<file path="src/api_pkg.sv">
/*
 package of the audio port interrupt logic: register offsets, flag
 positions, reset values.
 assumes the register access port of the audio block reaches it.
*/
package api_pkg;
   localparam int          ADDR_W           = 12;
   localparam int          NUM_FLAGS        = 14;
   // raw source register offset, kept at the start of the map
   localparam logic [11:0] OFS_RAW_SOURCE   = 12'h0000;
   localparam logic [11:0] OFS_MASK         = 12'h0004;
   localparam logic [11:0] OFS_CLEAR        = 12'h0008;
   localparam logic [31:0] MASK_RESET       = 32'hFFFF_FFFF;
   localparam logic [31:0] RAW_RESET        = 32'h0000_0000;
   localparam int          BIT_MODEM_STATUS = 13;
   localparam int          BIT_READ_DONE    = 12;
   localparam int          BIT_WRITE_DONE   = 11;
   localparam int          BIT_CODEC_READY  = 10;
   localparam int          BIT_EXT_IN_ERR   = 9;
   localparam int          BIT_EXT_OUT_ERR  = 8;
   localparam int          BIT_BUS_POP_ERR  = 7;
   localparam int          BIT_BUS_PUSH_ERR = 6;
   localparam int          BIT_IN_FULL      = 5;
   localparam int          BIT_IN_THRESH    = 4;
   localparam int          BIT_IN_DATA      = 3;
   localparam int          BIT_OUT_SPACE    = 2;
   localparam int          BIT_OUT_LOW      = 1;
   localparam int          BIT_OUT_DRAINED  = 0;
   // byte pointer of a fifo word, 0 when aligned
   localparam logic [1:0]  BYTE_ZERO        = 2'h0;
   localparam logic [1:0]  SIZE_BYTE        = 2'h0;
   localparam logic [1:0]  SIZE_HALF        = 2'h1;
   localparam logic [1:0]  SIZE_WORD        = 2'h2;
endpackage

</file>
<file path="src/api_irq.sv">
/*
 interrupt collection of an audio serial port: sticky raw flags,
 per-bit mask, write-one-to-clear, one level interrupt output.
 assumes fifo, serializer and ac97 slot logic supply one-cycle event
 pulses and levels in this clock domain; register accesses are one
 cycle strobes of 32-bit words.
*/
`timescale 1ns/100ps

// Operation
// - ac97 mode: set bit 12 when codec register read data is ready
// - ac97 mode: set bit 11 when codec register write completes
// - set bit 10 on codec-ready tag bit rising 0 to 1
// - set bit 9 on external-side in-queue overrun or misaligned access
// - set bit 8 on external-side out-queue underrun or misaligned access
// - set bit 7 on bus-side in-queue underrun or misaligned read
// - set bit 6 on bus-side out-queue overrun or misaligned write
// - access misaligned when wider access finds byte pointer not at zero
// - set bit 5 when in-queue becomes full
// - set bit 4 when in-queue level rises above programmed threshold
// - set bit 3 when in-queue goes from empty to holding data
// - set bit 2 when out-queue goes from full to having space
// - set bit 1 when out-queue level falls below programmed threshold
// - set bit 0 when out-queue becomes empty
// - mask bit one keeps its flag off the interrupt; all mask bits reset to one
// - writing one to clear register clears that flag; zero leaves it
// - ac97 flags set only while the port runs in ac97 mode
// - raw source register reads the unmasked flags
module api_irq #(
   parameter int LEVEL_W = 8
) (
   // clock and reset
   input  wire logic               clk_in,
   input  wire logic               sys_rst_in,
   // register access
   input  wire logic               reg_wr_in,
   input  wire logic               reg_rd_in,
   input  wire logic [11:0]        reg_addr_in,
   input  wire logic [31:0]        reg_wdata_in,
   output logic      [31:0]        reg_rdata_out,
   // mode
   input  wire logic               ac97_mode_in,
   // ac97 events
   input  wire logic               modem_status_valid_in,
   input  wire logic               cmd_read_done_in,
   input  wire logic               cmd_write_done_in,
   input  wire logic               codec_ready_tag_in,
   // external side queue errors
   input  wire logic               ext_in_overrun_in,
   input  wire logic               ext_in_misalign_in,
   input  wire logic               ext_out_underrun_in,
   input  wire logic               ext_out_misalign_in,
   // bus side queue accesses
   input  wire logic               bus_pop_in,
   input  wire logic               bus_pop_empty_in,
   input  wire logic [1:0]         bus_pop_size_in,
   input  wire logic [1:0]         in_byte_ptr_in,
   input  wire logic               bus_push_in,
   input  wire logic               bus_push_full_in,
   input  wire logic [1:0]         bus_push_size_in,
   input  wire logic [1:0]         out_byte_ptr_in,
   // queue levels
   input  wire logic               in_queue_full_in,
   input  wire logic               in_queue_empty_in,
   input  wire logic [LEVEL_W-1:0] in_level_in,
   input  wire logic [LEVEL_W-1:0] in_queue_threshold_in,
   input  wire logic               out_queue_full_in,
   input  wire logic               out_queue_empty_in,
   input  wire logic [LEVEL_W-1:0] out_level_in,
   input  wire logic [LEVEL_W-1:0] out_queue_low_in,
   // interrupt
   output logic                    irq_out
);

   localparam int NF = api_pkg::NUM_FLAGS;

   if (LEVEL_W < 1 || LEVEL_W > 16) begin : g_bad_width
      $error("LEVEL_W must lie in 1..16");
   end

   logic [NF-1:0]      raw_q;
   logic [NF-1:0]      raw_d;
   logic [NF-1:0]      set_ev;
   logic [NF-1:0]      clr_ev;
   logic [NF-1:0]      mask_q;
   logic               tag_q;
   logic               in_full_q;
   logic               in_above_q;
   logic               in_empty_q;
   logic               out_full_q;
   logic               out_below_q;
   logic               out_empty_q;
   logic               in_above;
   logic               out_below;
   logic               bus_pop_misalign;
   logic               bus_push_misalign;

   // an access wider than a byte needs the byte pointer at zero
   function automatic logic misaligned(input logic [1:0] size,
                                       input logic [1:0] ptr);
      misaligned = (size != api_pkg::SIZE_BYTE) &&
                   (ptr != api_pkg::BYTE_ZERO);
   endfunction

   assign bus_pop_misalign  = misaligned(bus_pop_size_in,
                                         in_byte_ptr_in);
   assign bus_push_misalign = misaligned(bus_push_size_in,
                                         out_byte_ptr_in);
   assign in_above  = in_level_in > in_queue_threshold_in;
   assign out_below = out_level_in < out_queue_low_in;

   // previous levels, for edge detection of the codec-ready tag and the queue conditions
   always_ff @(posedge clk_in or posedge sys_rst_in) begin
      if (sys_rst_in) begin
         tag_q       <= 1'b0;
         in_full_q   <= 1'b0;
         in_above_q  <= 1'b0;
         in_empty_q  <= 1'b1;
         out_full_q  <= 1'b0;
         out_below_q <= 1'b0;
         out_empty_q <= 1'b1;
      end else begin
         tag_q       <= codec_ready_tag_in;
         in_full_q   <= in_queue_full_in;
         in_above_q  <= in_above;
         in_empty_q  <= in_queue_empty_in;
         out_full_q  <= out_queue_full_in;
         out_below_q <= out_below;
         out_empty_q <= out_queue_empty_in;
      end
   end

   always_comb begin
      set_ev = '0;
      // ac97 events are ignored in serial audio mode
      set_ev[api_pkg::BIT_MODEM_STATUS] = ac97_mode_in &
                                          modem_status_valid_in;
      set_ev[api_pkg::BIT_READ_DONE]    = ac97_mode_in &
                                          cmd_read_done_in;
      set_ev[api_pkg::BIT_WRITE_DONE]   = ac97_mode_in &
                                          cmd_write_done_in;
      set_ev[api_pkg::BIT_CODEC_READY]  = ac97_mode_in &
                                          codec_ready_tag_in &
                                          ~tag_q;
      set_ev[api_pkg::BIT_EXT_IN_ERR]   = ext_in_overrun_in |
                                          ext_in_misalign_in;
      set_ev[api_pkg::BIT_EXT_OUT_ERR]  = ext_out_underrun_in |
                                          ext_out_misalign_in;
      set_ev[api_pkg::BIT_BUS_POP_ERR]  = bus_pop_in &
                                          (bus_pop_empty_in |
                                           bus_pop_misalign);
      set_ev[api_pkg::BIT_BUS_PUSH_ERR] = bus_push_in &
                                          (bus_push_full_in |
                                           bus_push_misalign);
      set_ev[api_pkg::BIT_IN_FULL]      = in_queue_full_in &
                                          ~in_full_q;
      set_ev[api_pkg::BIT_IN_THRESH]    = in_above & ~in_above_q;
      set_ev[api_pkg::BIT_IN_DATA]      = ~in_queue_empty_in &
                                          in_empty_q;
      set_ev[api_pkg::BIT_OUT_SPACE]    = ~out_queue_full_in &
                                          out_full_q;
      set_ev[api_pkg::BIT_OUT_LOW]      = out_below & ~out_below_q;
      set_ev[api_pkg::BIT_OUT_DRAINED]  = out_queue_empty_in &
                                          ~out_empty_q;
   end

   // a full word write is assumed; narrower strobes are not decoded
   assign clr_ev = (reg_wr_in && reg_addr_in == api_pkg::OFS_CLEAR) ?
                   reg_wdata_in[NF-1:0] : '0;

   // set wins over a clear in the same cycle
   assign raw_d = (raw_q & ~clr_ev) | set_ev;

   always_ff @(posedge clk_in or posedge sys_rst_in) begin
      if (sys_rst_in) begin
         raw_q <= api_pkg::RAW_RESET[NF-1:0];
      end else begin
         raw_q <= raw_d;
      end
   end

   always_ff @(posedge clk_in or posedge sys_rst_in) begin
      if (sys_rst_in) begin
         mask_q <= api_pkg::MASK_RESET[NF-1:0];
      end else if (reg_wr_in && reg_addr_in == api_pkg::OFS_MASK) begin
         mask_q <= reg_wdata_in[NF-1:0];
      end
   end

   // read data registered; unmapped offsets and reserved raw bits read zero, reserved mask bits read one
   always_ff @(posedge clk_in or posedge sys_rst_in) begin
      if (sys_rst_in) begin
         reg_rdata_out <= 32'h0000_0000;
      end else if (reg_rd_in) begin
         case (reg_addr_in)
            api_pkg::OFS_RAW_SOURCE:
               reg_rdata_out <= {{(32-NF){1'b0}}, raw_q};
            api_pkg::OFS_MASK:
               reg_rdata_out <= {{(32-NF){1'b1}}, mask_q};
            default:
               reg_rdata_out <= 32'h0000_0000;
         endcase
      end
   end

   // registered so the pin never glitches on decode
   always_ff @(posedge clk_in or posedge sys_rst_in) begin
      if (sys_rst_in) begin
         irq_out <= 1'b0;
      end else begin
         irq_out <= |(raw_d & ~mask_q);
      end
   end

   chk_irq_follows_flags: assert property (
      @(posedge clk_in) disable iff (sys_rst_in)
      ##1 irq_out == |($past(raw_d) & ~$past(mask_q)))
      else $error("interrupt does not follow unmasked flags");

   chk_flag_sticky: assert property (
      @(posedge clk_in) disable iff (sys_rst_in)
      (raw_q[0] && clr_ev[0] == 1'b0) |=> raw_q[0])
      else $error("flag dropped without a clear");

   chk_clear_works: assert property (
      @(posedge clk_in) disable iff (sys_rst_in)
      (clr_ev[5] && !set_ev[5]) |=> !raw_q[5])
      else $error("clear did not reset the flag");

   chk_set_beats_clear: assert property (
      @(posedge clk_in) disable iff (sys_rst_in)
      (clr_ev[6] && set_ev[6]) |=> raw_q[6])
      else $error("event lost against clear");

   chk_ac97_mode_only: assert property (
      @(posedge clk_in) disable iff (sys_rst_in)
      (!ac97_mode_in && !raw_q[10]) |=> !raw_q[10])
      else $error("codec ready set outside ac97 mode");

   chk_codec_rise: assert property (
      @(posedge clk_in) disable iff (sys_rst_in)
      (ac97_mode_in && codec_ready_tag_in && !tag_q) |=> raw_q[10])
      else $error("codec ready rise missed");

   chk_read_done: assert property (
      @(posedge clk_in) disable iff (sys_rst_in)
      (ac97_mode_in && cmd_read_done_in) |=> raw_q[12])
      else $error("read complete missed");

   chk_misalign_push: assert property (
      @(posedge clk_in) disable iff (sys_rst_in)
      (bus_push_in && bus_push_size_in == api_pkg::SIZE_WORD &&
       out_byte_ptr_in != api_pkg::BYTE_ZERO) |=> raw_q[6])
      else $error("misaligned push not flagged");

   chk_in_data_edge: assert property (
      @(posedge clk_in) disable iff (sys_rst_in)
      ($fell(in_queue_empty_in)) |=> raw_q[3])
      else $error("in-queue data event missed");

   chk_out_drained: assert property (
      @(posedge clk_in) disable iff (sys_rst_in)
      ($rose(out_queue_empty_in)) |=> raw_q[0])
      else $error("out-queue drained event missed");

   chk_write_done: assert property (
      @(posedge clk_in) disable iff (sys_rst_in)
      (ac97_mode_in && cmd_write_done_in) |=> raw_q[api_pkg::BIT_WRITE_DONE])
      else $error("write complete missed");

   chk_ac97_cmd_quiet: assert property (
      @(posedge clk_in) disable iff (sys_rst_in)
      (!ac97_mode_in && raw_q[13:11] == '0) |=> raw_q[13:11] == '0)
      else $error("ac97 command flag set outside ac97 mode");

   chk_ext_in_err: assert property (
      @(posedge clk_in) disable iff (sys_rst_in)
      (ext_in_overrun_in || ext_in_misalign_in) |=>
         raw_q[api_pkg::BIT_EXT_IN_ERR])
      else $error("external in-queue error missed");

   chk_ext_out_err: assert property (
      @(posedge clk_in) disable iff (sys_rst_in)
      (ext_out_underrun_in || ext_out_misalign_in) |=>
         raw_q[api_pkg::BIT_EXT_OUT_ERR])
      else $error("external out-queue error missed");

   chk_pop_underrun: assert property (
      @(posedge clk_in) disable iff (sys_rst_in)
      (bus_pop_in && bus_pop_empty_in) |=> raw_q[api_pkg::BIT_BUS_POP_ERR])
      else $error("underrun pop not flagged");

   chk_push_overrun: assert property (
      @(posedge clk_in) disable iff (sys_rst_in)
      (bus_push_in && bus_push_full_in) |=>
         raw_q[api_pkg::BIT_BUS_PUSH_ERR])
      else $error("overrun push not flagged");

   // byte accesses can never be misaligned
   chk_byte_push_ok: assert property (
      @(posedge clk_in) disable iff (sys_rst_in)
      (bus_push_in && !bus_push_full_in &&
       bus_push_size_in == api_pkg::SIZE_BYTE &&
       !raw_q[api_pkg::BIT_BUS_PUSH_ERR]) |=>
         !raw_q[api_pkg::BIT_BUS_PUSH_ERR])
      else $error("byte push flagged as misaligned");

   chk_in_full_edge: assert property (
      @(posedge clk_in) disable iff (sys_rst_in)
      $rose(in_queue_full_in) |=> raw_q[api_pkg::BIT_IN_FULL])
      else $error("in-queue full event missed");

   chk_in_thresh_edge: assert property (
      @(posedge clk_in) disable iff (sys_rst_in)
      $rose(in_level_in > in_queue_threshold_in) |=>
         raw_q[api_pkg::BIT_IN_THRESH])
      else $error("in-queue threshold event missed");

   chk_out_space_edge: assert property (
      @(posedge clk_in) disable iff (sys_rst_in)
      $fell(out_queue_full_in) |=> raw_q[api_pkg::BIT_OUT_SPACE])
      else $error("out-queue space event missed");

   chk_out_low_edge: assert property (
      @(posedge clk_in) disable iff (sys_rst_in)
      $rose(out_level_in < out_queue_low_in) |=>
         raw_q[api_pkg::BIT_OUT_LOW])
      else $error("out-queue low event missed");

   chk_mask_write: assert property (
      @(posedge clk_in) disable iff (sys_rst_in)
      (reg_wr_in && reg_addr_in == api_pkg::OFS_MASK) |=>
         mask_q == $past(reg_wdata_in[NF-1:0]))
      else $error("mask write lost");

   chk_irq_raise: assert property (
      @(posedge clk_in) disable iff (sys_rst_in)
      ((|(raw_q & ~mask_q)) && clr_ev == '0) |=> irq_out)
      else $error("interrupt low with an unmasked flag set");

   chk_irq_drop: assert property (
      @(posedge clk_in) disable iff (sys_rst_in)
      ((raw_q & ~mask_q) == '0 && set_ev == '0) |=> !irq_out)
      else $error("interrupt high with no unmasked flag");

   chk_raw_readback: assert property (
      @(posedge clk_in) disable iff (sys_rst_in)
      (reg_rd_in && reg_addr_in == api_pkg::OFS_RAW_SOURCE) |=>
         reg_rdata_out == {{(32-NF){1'b0}}, $past(raw_q)})
      else $error("raw source read does not show the flags");

endmodule

</file>
<file path="config.mk">
export PLATFORM = sky130hd
export DESIGN_NAME = api_irq
export DESIGN_NICKNAME = d
export VERILOG_FILES = /design/src/api_pkg.sv /design/src/api_irq.sv
export SDC_FILE = /design/constraint.sdc
export NUM_CORES = 1
export LEC_CHECK = 0
export BUFFER_PORTS_ARGS = -buffer_cell sky130_fd_sc_hd__buf_2
export CAP_MARGIN = 10
export CELL_PAD_IN_SITES_DETAIL_PLACEMENT = 0
export CELL_PAD_IN_SITES_GLOBAL_PLACEMENT = 1
export CORE_AREA = 4 4 113 93
export CTS_BUF_LIST = sky130_fd_sc_hd__clkbuf_4 sky130_fd_sc_hd__clkbuf_8
export DETAILED_ROUTE_END_ITERATION = 8
export DIE_AREA = 0 0 117 97
export GPL_ROUTABILITY_DRIVEN = 0
export PLACE_DENSITY_LB_ADDON = 0.1
export SYNTH_ARGS = -nofsm -noshare
export SYNTH_HDL_FRONTEND = slang
export SYNTH_SLANG_ARGS = --single-unit
</file>
<file path="constraint.sdc">
create_clock -name clk_in -period 1.7 [get_ports clk_in]
set_clock_uncertainty 0.15 [all_clocks]
set_input_delay 0.17 -clock clk_in [delete_from_list [all_inputs] [get_ports clk_in]]
set_output_delay 0.17 -clock clk_in [all_outputs]
set_load 0.01 [all_outputs]
</file>
==> impl_metrics.toml, run 1 <==
[outcome]
status = "finished with violations"
violations = "negative hold slack, negative setup slack"

[power_and_ir_drop]
total_leakage_power_nw = 2.080
intPower_mw = 1.780
clkPwrFrac = 0.319
vdd_ir_drop_max_mv = 0.2645
swShare = 0.2477
power.density_nw_per_um2 = 578.2
pwr-share-seq = 0.522
power_frac_comb = 0.159
p_switching_mw = 0.5860

[grt]
grt_pass1_wl_mm = 12.59
antenna_found_initial = 1
grtUsageTotal = 0.1380
grt_pass1_vias = 2629
grt-ovfl-total = 0
grt_max_degree = 52

[placed_design]
io_buffers = 119
dp_hpwl_mm = 5.925
dpl.cell_count = 534

[synthesis]
synthArstFlopShare = 1.000
synth_seq_area_share = 0.4554
ys_warn_count = 0
synth_seq_cells = 51
yosysUniqueCellTypes = 43
synth-edff-count = 0
syn_nets = 408
ys.flop_type = "dfrtp_1"
syn_area_um2 = 2846
synth_cells = 288
avgSynthCellArea_um2 = 9.884

[floorplan]
fp.dieW_um = 117
dieHeight_um = 97
rows = 32
io_pins = 138
fp.coreArea_um2 = 9449
die_area_um2 = 11350
start_util = 0.3012

[routing]
drc = 0
topRoutingLayerUsed = "met5"
ant_nets = 0
wl_mm = 7.770
routed-wl-met3_um = 415
vias_per_cell = 4.479
met1_length_mm = 3.682
via_count = 2544
drtPass1Iterations = 4
drtIter0Drc = 82
wl_met2_mm = 3.574
wl_per_cell_um = 13.68

[finish]
area_growth_pct = 43.74
fill_cells = 1001
fin_nets = 568
drive_above_1_share = 0.4566
final_cell_mix = "buf_2, inv_1, dfrtp_1, buf_4, nand2_1"
num_antenna_cells = 0
stdcell_count = 568
utilization = 0.4330
final_common_cell = "buf_2"

[timing]
maxSlewHeadroom = 0.7522
layout_setup_ws_ns = -0.4601
layout_min_cycle_time_ns = 2.160
hold_viol = 1
whs_ns = -0.06393
fmax_mhz = 462.9
finalSetupViolations = 1
slew_viol_final = 0
rsz0062_at_grt = "true"
period_share = 1.271
worstMarginPinSlew_ns = 0.3678

[clock_network]
cts-root-buf = "clkbuf_8"
holdBufCountCts = 23
clock_sinks = 51
cts_tree = "done"
clk_latency_ns = 0.31
htreeDepth = 2
cts_buffers = 5
path_clk_slew_ns = 0.10
cts_max_path_buffers = 2

[critical_path]
crit_chain = "nand2b_4, o22a_1, o221ai_2, a311oi_2, buf_4, nand4_1, or4_1"
r2r_slack_ns = -0.46
required_ns = 1.74
cpMaxStageDelayCell = "dfstp_2"
rr_worst_depth = 7
setup.worst_path.class = "register to register"
worstSetupStartpointType = "register"
critPathMaxFanout = 2
slowest_delay_ns = 0.54
cp-end-kind = "register"
worstPathArrival_ns = 2.20

[worst_hold_path]
hp-class = "input pin to register"
worstHoldPathCells = 2

[run]
cap_violations = 0
## area by class of cell
cell class / instances / area (µm²) / area share
Clock buffer: 8 / 91.34 / 0.02232
Inverter: 37 / 138.9 / 0.03394
Multi-Input combinational cell: 174 / 1287 / 0.3147
Sequential cell: 51 / 1296 / 0.3168
Tap cell: 119 / 148.9 / 0.03639
Timing Repair Buffer: 179 / 1129 / 0.2758
## what timing repair did
item,4_1_cts,5_1_grt
hold endpoints to repair,57,1
resized for setup,6,2
pin swaps,4,0
setup endpoints to repair,1,17
buffers inserted,3,0
## synth_stat cells (all sizes together), types with 4 or more instances
master | instances | area (µm²)
nor2 | 14 | 52.55
nand2 | 27 | 101.4
dfrtp | 35 | 875.8
clkbuf | 5 | 18.77
nand3 | 6 | 30.03
mux2i | 14 | 140.1
buf | 21 | 152.6
dfstp | 16 | 420.4
nor2b | 6 | 37.54
a21oi | 10 | 50.05
o21ai | 7 | 35.03
inv | 37 | 138.9
ha | 15 | 187.7
o22ai | 14 | 87.58
nor3 | 4 | 20.02
nand2b | 5 | 31.28
a21o | 4 | 30.03
mux2 | 15 | 168.9
## flip-flops by register name, indices dropped and copies added (netlist names)
signal and count:
out_below_q 1, in_full_q 1, irq_out 1, raw_q 14, tag_q 1, out_full_q 1, out_empty_q 1, in_above_q 1
mask_q 14, reg_rdata_out 15, in_empty_q 1
## cells by family after synthesis
logic type | after synthesis | synth area share
DFF | 51 | 0.4554
muxes | 29 | 0.1086
adders and majority gates | 15 | 0.06593
AOI/OAI and AO/OA | 55 | 0.1319
buffers and inverters | 63 | 0.1090
and+or+nand+nor | 75 | 0.1292
## critical path: cells and delay by family, from the launching register on
family | cells | cell delay [ns]
buffers and inverters | 1 | 0.16
AO/OA/AOI/OAI | 3 | 0.57
flip-flops | 1 | 0.54
AND/OR/NAND/NOR | 3 | 0.63
## metrics by stage
| step | total power [mW] | hold slack, ns | setup TNS [ns] | cell area [µm²] | setup WS [ns] |
|---|---|---|---|---|---|
| 3_5_place_dp | 1.589 | 0.09248 | -4.924 | 3700 | -0.7824 |
| 4_1_cts | 2.391 | -0.07988 | -0.4340 | 4079 | -0.4340 |
| 5_1_grt | 2.485 | -0.06733 | -0.5146 | 4091 | -0.5146 |
| 3_3_place_gp | 1.586 | 0.09038 | -4.364 | 3700 | -0.7637 |
| 6_report | 2.366 | -0.06393 | -0.4601 | 4091 | -0.4601 |
| 2_1_floorplan | 1.398 | 0.02448 | -0.4446 | 2848 | -0.4446 |
## path summary, 6_finish.rpt
check	from	end
worst max-delay path	mask_q[6]$_DFFE_PP1P_	irq_out$_DFF_PP0_
worst min-delay path	ext_in_overrun_in	raw_q[9]$_DFF_PP0_
worst max register to register	mask_q[6]$_DFFE_PP1P_	irq_out$_DFF_PP0_
worst min register to register	in_above_q$_DFF_PP0_	raw_q[4]$_DFF_PP0_
max in group asynchronous	sys_rst_in	mask_q[8]$_DFFE_PP1P_
min in group asynchronous	sys_rst_in	reg_rdata_out[3]$_DFFE_PP0P_
## per-layer routing
metal,up-vias,track usage
met2,67,0.2173
met1,1170,0.1908
met3,10,0.03315
li1,1295,-
met5,-,0
met4,2,0.03175
## power groups by stage
stage	clock network, mW	registers, mW	logic (mW)
finish	0.755	1.24	0.375
global route	0.821	1.24	0.426
CTS	0.777	1.24	0.378
detailed placement	0	1.26	0.331
global placement	0	1.26	0.328
floorplan	0	1.26	0.142
Note: power is estimated with default switching activity, not from simulation.
==> run 2: changes to the inputs <==
--- a/config.mk
+++ b/config.mk
@@ -9,10 +9,10 @@
 export CAP_MARGIN = 10
 export CELL_PAD_IN_SITES_DETAIL_PLACEMENT = 0
 export CELL_PAD_IN_SITES_GLOBAL_PLACEMENT = 1
-export CORE_AREA = 4 4 113 93
+export CORE_AREA = 5 5 114 94
 export CTS_BUF_LIST = sky130_fd_sc_hd__clkbuf_4 sky130_fd_sc_hd__clkbuf_8
 export DETAILED_ROUTE_END_ITERATION = 8
-export DIE_AREA = 0 0 117 97
+export DIE_AREA = 0 0 119 99
 export GPL_ROUTABILITY_DRIVEN = 0
 export PLACE_DENSITY_LB_ADDON = 0.1
 export SYNTH_ARGS = -nofsm -noshare
==> impl_metrics.toml, run 2 (synthesis gave the netlist of run 1 again) <==
[outcome]
status = "finished with violations"
violations = "negative hold slack, negative setup slack"

[routing]
topRoutingLayerUsed = "met5"
drtPass1Iterations = 4
via_count = 2518
wl_per_cell_um = 13.65
wl_met2_mm = 3.575
ant_nets = 0
met1_length_mm = 3.555
vias_per_cell = 4.465
drtIter0Drc = 89
drc = 0
routed-wl-met3_um = 486
wl_mm = 7.700

[floorplan]
fp.coreArea_um2 = 9449
fp.dieW_um = 119
dieHeight_um = 99
start_util = 0.3012
io_pins = 138
die_area_um2 = 11780
rows = 32

[timing]
slew_viol_final = 0
whs_ns = -0.05837
layout_setup_ws_ns = -0.4510
layout_min_cycle_time_ns = 2.151
period_share = 1.265
worstMarginPinSlew_ns = 0.3701
maxSlewHeadroom = 0.7533
finalSetupViolations = 1
fmax_mhz = 464.9
rsz0062_at_grt = "true"
hold_viol = 1

[clock_network]
cts_tree = "done"
path_clk_slew_ns = 0.10
clock_sinks = 51
cts_max_path_buffers = 2
cts-root-buf = "clkbuf_8"
cts_buffers = 5
clk_latency_ns = 0.30
htreeDepth = 2
holdBufCountCts = 24

[power_and_ir_drop]
power.density_nw_per_um2 = 586.5
total_leakage_power_nw = 2.056
vdd_ir_drop_max_mv = 0.2422

[critical_path]
r2r-start = "mask_q[6]$_DFFE_PP1P_"
rr_worst_depth = 7
setup.worst_path.class = "register to register"
crit_chain = "nand2b_4, o22a_1, o221ai_2, a311oi_2, buf_4, nand4_1, or4_1"
required_ns = 1.74
worstSetupStartpointType = "register"
cpMaxStageDelayCell = "dfstp_2"
slowest_delay_ns = 0.54
cp-startpoint = "mask_q[6]$_DFFE_PP1P_"
critPathMaxFanout = 2
worstPathArrival_ns = 2.19
worstReg2RegEnd = "irq_out$_DFF_PP0_"
cp-end-kind = "register"
crit_path_end = "irq_out$_DFF_PP0_"
r2r_slack_ns = -0.45

[grt]
grt-ovfl-total = 0
grt_max_degree = 52
grt_pass1_wl_mm = 12.60
antenna_found_initial = 2
grt_pass1_vias = 2600
grtUsageTotal = 0.1310

[finish]
final_common_cell = "buf_2"
fill_cells = 978
area_growth_pct = 43.30
regMostFlops = "reg_rdata_out"
drive_above_1_share = 0.4470
largest_register_ffs = 15
final_cell_mix = "buf_2, inv_1, dfrtp_1"
fin_nets = 562
reg_top3 = "reg_rdata_out x15, mask_q x14, raw_q x14"

[worst_hold_path]
hp-class = "input pin to register"
worstHoldPathCells = 2

[placed_design]
dp_slack_ns = -0.7895
dp_hpwl_mm = 5.885
io_buffers = 119

[run]
cap_violations = 0
==> run 2: area by class of cell <==
cell class,count,area (µm²),area share
Clock inverter,1,7.507,0.001840
Tap cell,119,148.9,0.03650
Inverter,37,138.9,0.03405
Antenna cell,2,5.005,0.001227
Multi-Input combinational cell,174,1287,0.3156
Clock buffer,7,96.34,0.02362
Timing Repair Buffer,173,1099,0.2693
Sequential cell,51,1296,0.3178
==> run 2: report_power, final <==
group	switching (mW)	total (mW)	internal, mW
Combinational	0.165	0.370	0.205
Sequential	0.00499	1.24	1.23
Clock	0.415	0.787	0.371
==> run 2: layer usage <==
layer	GRT usage	vias to the layer above
li1	-	1294
met1	0.1763	1137
met2	0.2080	76
met3	0.03614	9
met4	0.03473	2
met5	0	-
==> run 2: worst min path at each step <==
stage | startpoint | to
CTS | ext_in_overrun_in | raw_q[9]$_DFF_PP0_
global placement | sys_rst_in | reg_rdata_out[3]$_DFFE_PP0P_
floorplan | in_queue_empty_in | in_empty_q$_DFF_PP1_
global route | ext_in_overrun_in | raw_q[9]$_DFF_PP0_
finish | ext_in_overrun_in | raw_q[9]$_DFF_PP0_
detailed placement | sys_rst_in | reg_rdata_out[3]$_DFFE_PP0P_
==> run 2: stage by stage <==
step / std cells / setup TNS (ns) / utilization / area [µm²] / power (mW)
finish: 564 / -0.4510 / 0.4317 / 4079 / 2.392
detailed placement: 528 / -4.557 / 0.3881 / 3667 / 1.582
global route: 563 / -0.5432 / 0.4314 / 4076 / 2.513
CTS: 562 / -0.4499 / 0.4298 / 4061 / 2.430
floorplan: 288 / -0.4446 / - / 2848 / 1.398
global placement: 528 / -4.057 / 0.3881 / 3667 / 1.581
==> run 2: repair_timing <==
| action | in CTS | in global routing |
|---|---|---|
| endpoints found under the hold margin | 61 | 1 |
| setup endpoints to repair | 1 | 16 |
| gates resized for setup | 6 | 2 |
| buffers inserted | 2 | 0 |
| pin swaps | 4 | 0 |
==> run 2: critical path, delay by kind of cell, from the launching register on <==
family	cells	cell delay (ns)
and+or+nand+nor	3	0.62
AOI/OAI and AO/OA	3	0.55
DFF	1	0.54
buffers and inverters	1	0.16
==> run 3: changes to the inputs <==
--- a/config.mk
+++ b/config.mk
@@ -5,6 +5,7 @@
 export SDC_FILE = /design/constraint.sdc
 export NUM_CORES = 1
 export LEC_CHECK = 0
+export ABC_AREA = 1
 export BUFFER_PORTS_ARGS = -buffer_cell sky130_fd_sc_hd__buf_2
 export CAP_MARGIN = 10
 export CELL_PAD_IN_SITES_DETAIL_PLACEMENT = 0
==> impl_metrics.toml, run 3 <==
[run]
cap_violations = 0

[floorplan]
fp.dieW_um = 119
fp.coreArea_um2 = 9449
die_area_um2 = 11780
rows = 32
dieHeight_um = 99
io_pins = 138
start_util = 0.2926

[clock_network]
clock_sinks = 51
cts-root-buf = "clkbuf_8"
htreeDepth = 2
path_clk_slew_ns = 0.09
cts_resized = 0
clk_latency_ns = 0.30
cts_tree = "done"
cts_buffers = 5
cts_max_path_buffers = 2

[critical_path]
worstReg2RegEnd = "raw_q[7]$_DFF_PP0_"
cp-end-kind = "register"
critPathMaxFanout = 2
required_ns = 1.74
setup.worst_path.class = "input pin to register"
r2r-start = "raw_q[7]$_DFF_PP0_"
worstSetupStartpointType = "input pin"
r2r_slack_ns = 0.35
rr_worst_depth = 3
worstPathArrival_ns = 1.60

[synthesis]
ys.flop_type = "dfrtp_1"
synth_most_common_cell = "nand2_1"
synth_seq_area_share = 0.4688
synthTopCellsByArea = "dfrtp_1, dfstp_2, nand2_1"
yosysUniqueCellTypes = 27
synth_seq_cells = 51
ys_warn_count = 0
syn_area_um2 = 2765
synthArstFlopShare = 1.000
syn_nets = 461
synth_top_cell_by_area = "dfrtp_1"
synth-edff-count = 0
synth_common_cells = "nand2_1, inv_1, dfrtp_1"
synth_cells = 341
netlist.area_leader.share = 0.3167
avgSynthCellArea_um2 = 8.109

[timing]
period_share = 0.9143
maxSlewHeadroom = 0.7563
setup-tns-final_ns = 0
hold_viol = 0
finalSetupViolations = 0
worstMarginPinSlew_ns = 0.3656
rsz0062_at_grt = "false"
layout_min_cycle_time_ns = 1.554
whs_ns = 0.006362
slew_viol_final = 0
fmax_mhz = 643.4

[finish]
fin_nets = 606
num_antenna_cells = 0
final_common_cell = "buf_2"
regMostFlops = "reg_rdata_out"
area_growth_pct = 40.91
drive_above_1_share = 0.3326
largest_register_ffs = 15
reg_top3 = "reg_rdata_out x15, mask_q x14, raw_q x14"
final_cell_mix = "buf_2, nand2_1, inv_1"

[grt]
grtUsageTotal = 0.1277
grt-ovfl-total = 0
antenna_found_initial = 0
grt_max_degree = 52
grt_pass1_wl_mm = 12.43
grt_pass1_vias = 2687

[power_and_ir_drop]
swShare = 0.2283
vdd_ir_drop_max_mv = 0.3417
total_leakage_power_nw = 2.091
intPower_mw = 1.881
power.density_nw_per_um2 = 625.6
clkPwrFrac = 0.362
pwr-share-seq = 0.506
p_switching_mw = 0.5564
power_frac_comb = 0.132

[placed_design]
dp_hpwl_mm = 5.416
io_buffers = 119

[routing]
drtIter0Drc = 53
wl_per_cell_um = 11.82
wl_mm = 7.161
drtPass1Iterations = 4
drc = 0
via_count = 2601
ant_nets = 0
vias_per_cell = 4.292

[worst_hold_path]
hp-class = "input pin to register"
hp-start = "ac97_mode_in"
min_to = "raw_q[11]$_DFF_PP0_"
worstHoldPathCells = 3

[outcome]
status = "complete, no violations"
run 3: cell types whose count changed in the layout (fill, tap and decap cells not counted), sizes merged, moves of 5 or more:
cell         previous run  this run
buf                   149       130
dlygate4sd3            24        32
inv                    37        60
mux2                   15         0
mux2i                  14         0
nand2                  27        91
nand2b                  5         0
nand3                   6        24
nor2b                   6         0
o211ai                  0        14
o21ai                   7        25
o22ai                  14         0
run 3: through the flow:
step | setup slack (ns) | total power [mW] | cells | cell area, µm² | util
6_report | 0.1457 | 2.438 | 606 | 3896 | 0.4123
5_1_grt | 0.06997 | 2.574 | 606 | 3896 | 0.4123
4_1_cts | 0.1662 | 2.488 | 606 | 3896 | 0.4123
3_5_place_dp | 0.007666 | 1.538 | 566 | 3458 | 0.3660
3_3_place_gp | 0.009217 | 1.533 | 566 | 3458 | 0.3660
2_1_floorplan | 0.1770 | 1.388 | 341 | 2765 | -
run 3: repair_timing:
action / in CTS / in global routing
hold buffers: 32 / 0
hold endpoints to repair: 66 / 0
endpoints found under the setup margin: 0 / 0
buffers inserted: 0 / 0
run 3: worst max-delay path by stage:
stage | startpoint | endpoint | depth (start not counted) | slack (ns)
after floorplan | sys_rst_in | in_above_q$_DFF_PP0_ | 1 | 0.18
after global placement | in_level_in[7] | irq_out$_DFF_PP0_ | 11 | 0.009
after detailed placement | in_level_in[7] | irq_out$_DFF_PP0_ | 11 | 0.008
after CTS | reg_wdata_in[7] | raw_q[7]$_DFF_PP0_ | 6 | 0.17
after global routing | reg_wdata_in[7] | raw_q[7]$_DFF_PP0_ | 6 | 0.07
final | reg_wdata_in[7] | raw_q[7]$_DFF_PP0_ | 6 | 0.15
run 3: power by group through the flow:
| stage | registers, mW | logic [mW] | clock network [mW] |
|---|---|---|---|
| finish | 1.23 | 0.321 | 0.883 |
| global route | 1.24 | 0.377 | 0.961 |
| CTS | 1.23 | 0.330 | 0.923 |
| detailed placement | 1.26 | 0.281 | 0 |
| global placement | 1.26 | 0.277 | 0 |
| floorplan | 1.26 | 0.132 | 0 |
run 3: area by class of cell:
cell class,instances,area [µm²]
clock buffers,6,82.58
flip-flops and latches,51,1296
multi-input cells,206,1085
well taps,119,148.9
repair buffers,162,1023
inverters,60,225.2
clock inverters,2,35.03
fillers,999,5553
run 3: logic make-up after synthesis:
group,share of synthesized area
compound gates,0.1140
buf+inv,0.1389
flops,0.4688
simple gates,0.2104
fa+ha+maj,0.06787
run 3: worst max-delay path, cell delays in order:
cell and delay [ns]:
dlygate4sd3_1 0.53, buf_2 0.10, inv_1 0.04, o21ai_1 0.12
nand2_1 0.07, dlygate4sd3_1 0.56
run 3: per-layer routing:
layer  global-route usage  part of all wire  up-vias
met3              0.02926             0.079        5
met2               0.2128              0.46       90
met4              0.03384            0.0089        0
met1               0.1674              0.46     1149
li1                     -                 -     1357
met5                    0                 0        -
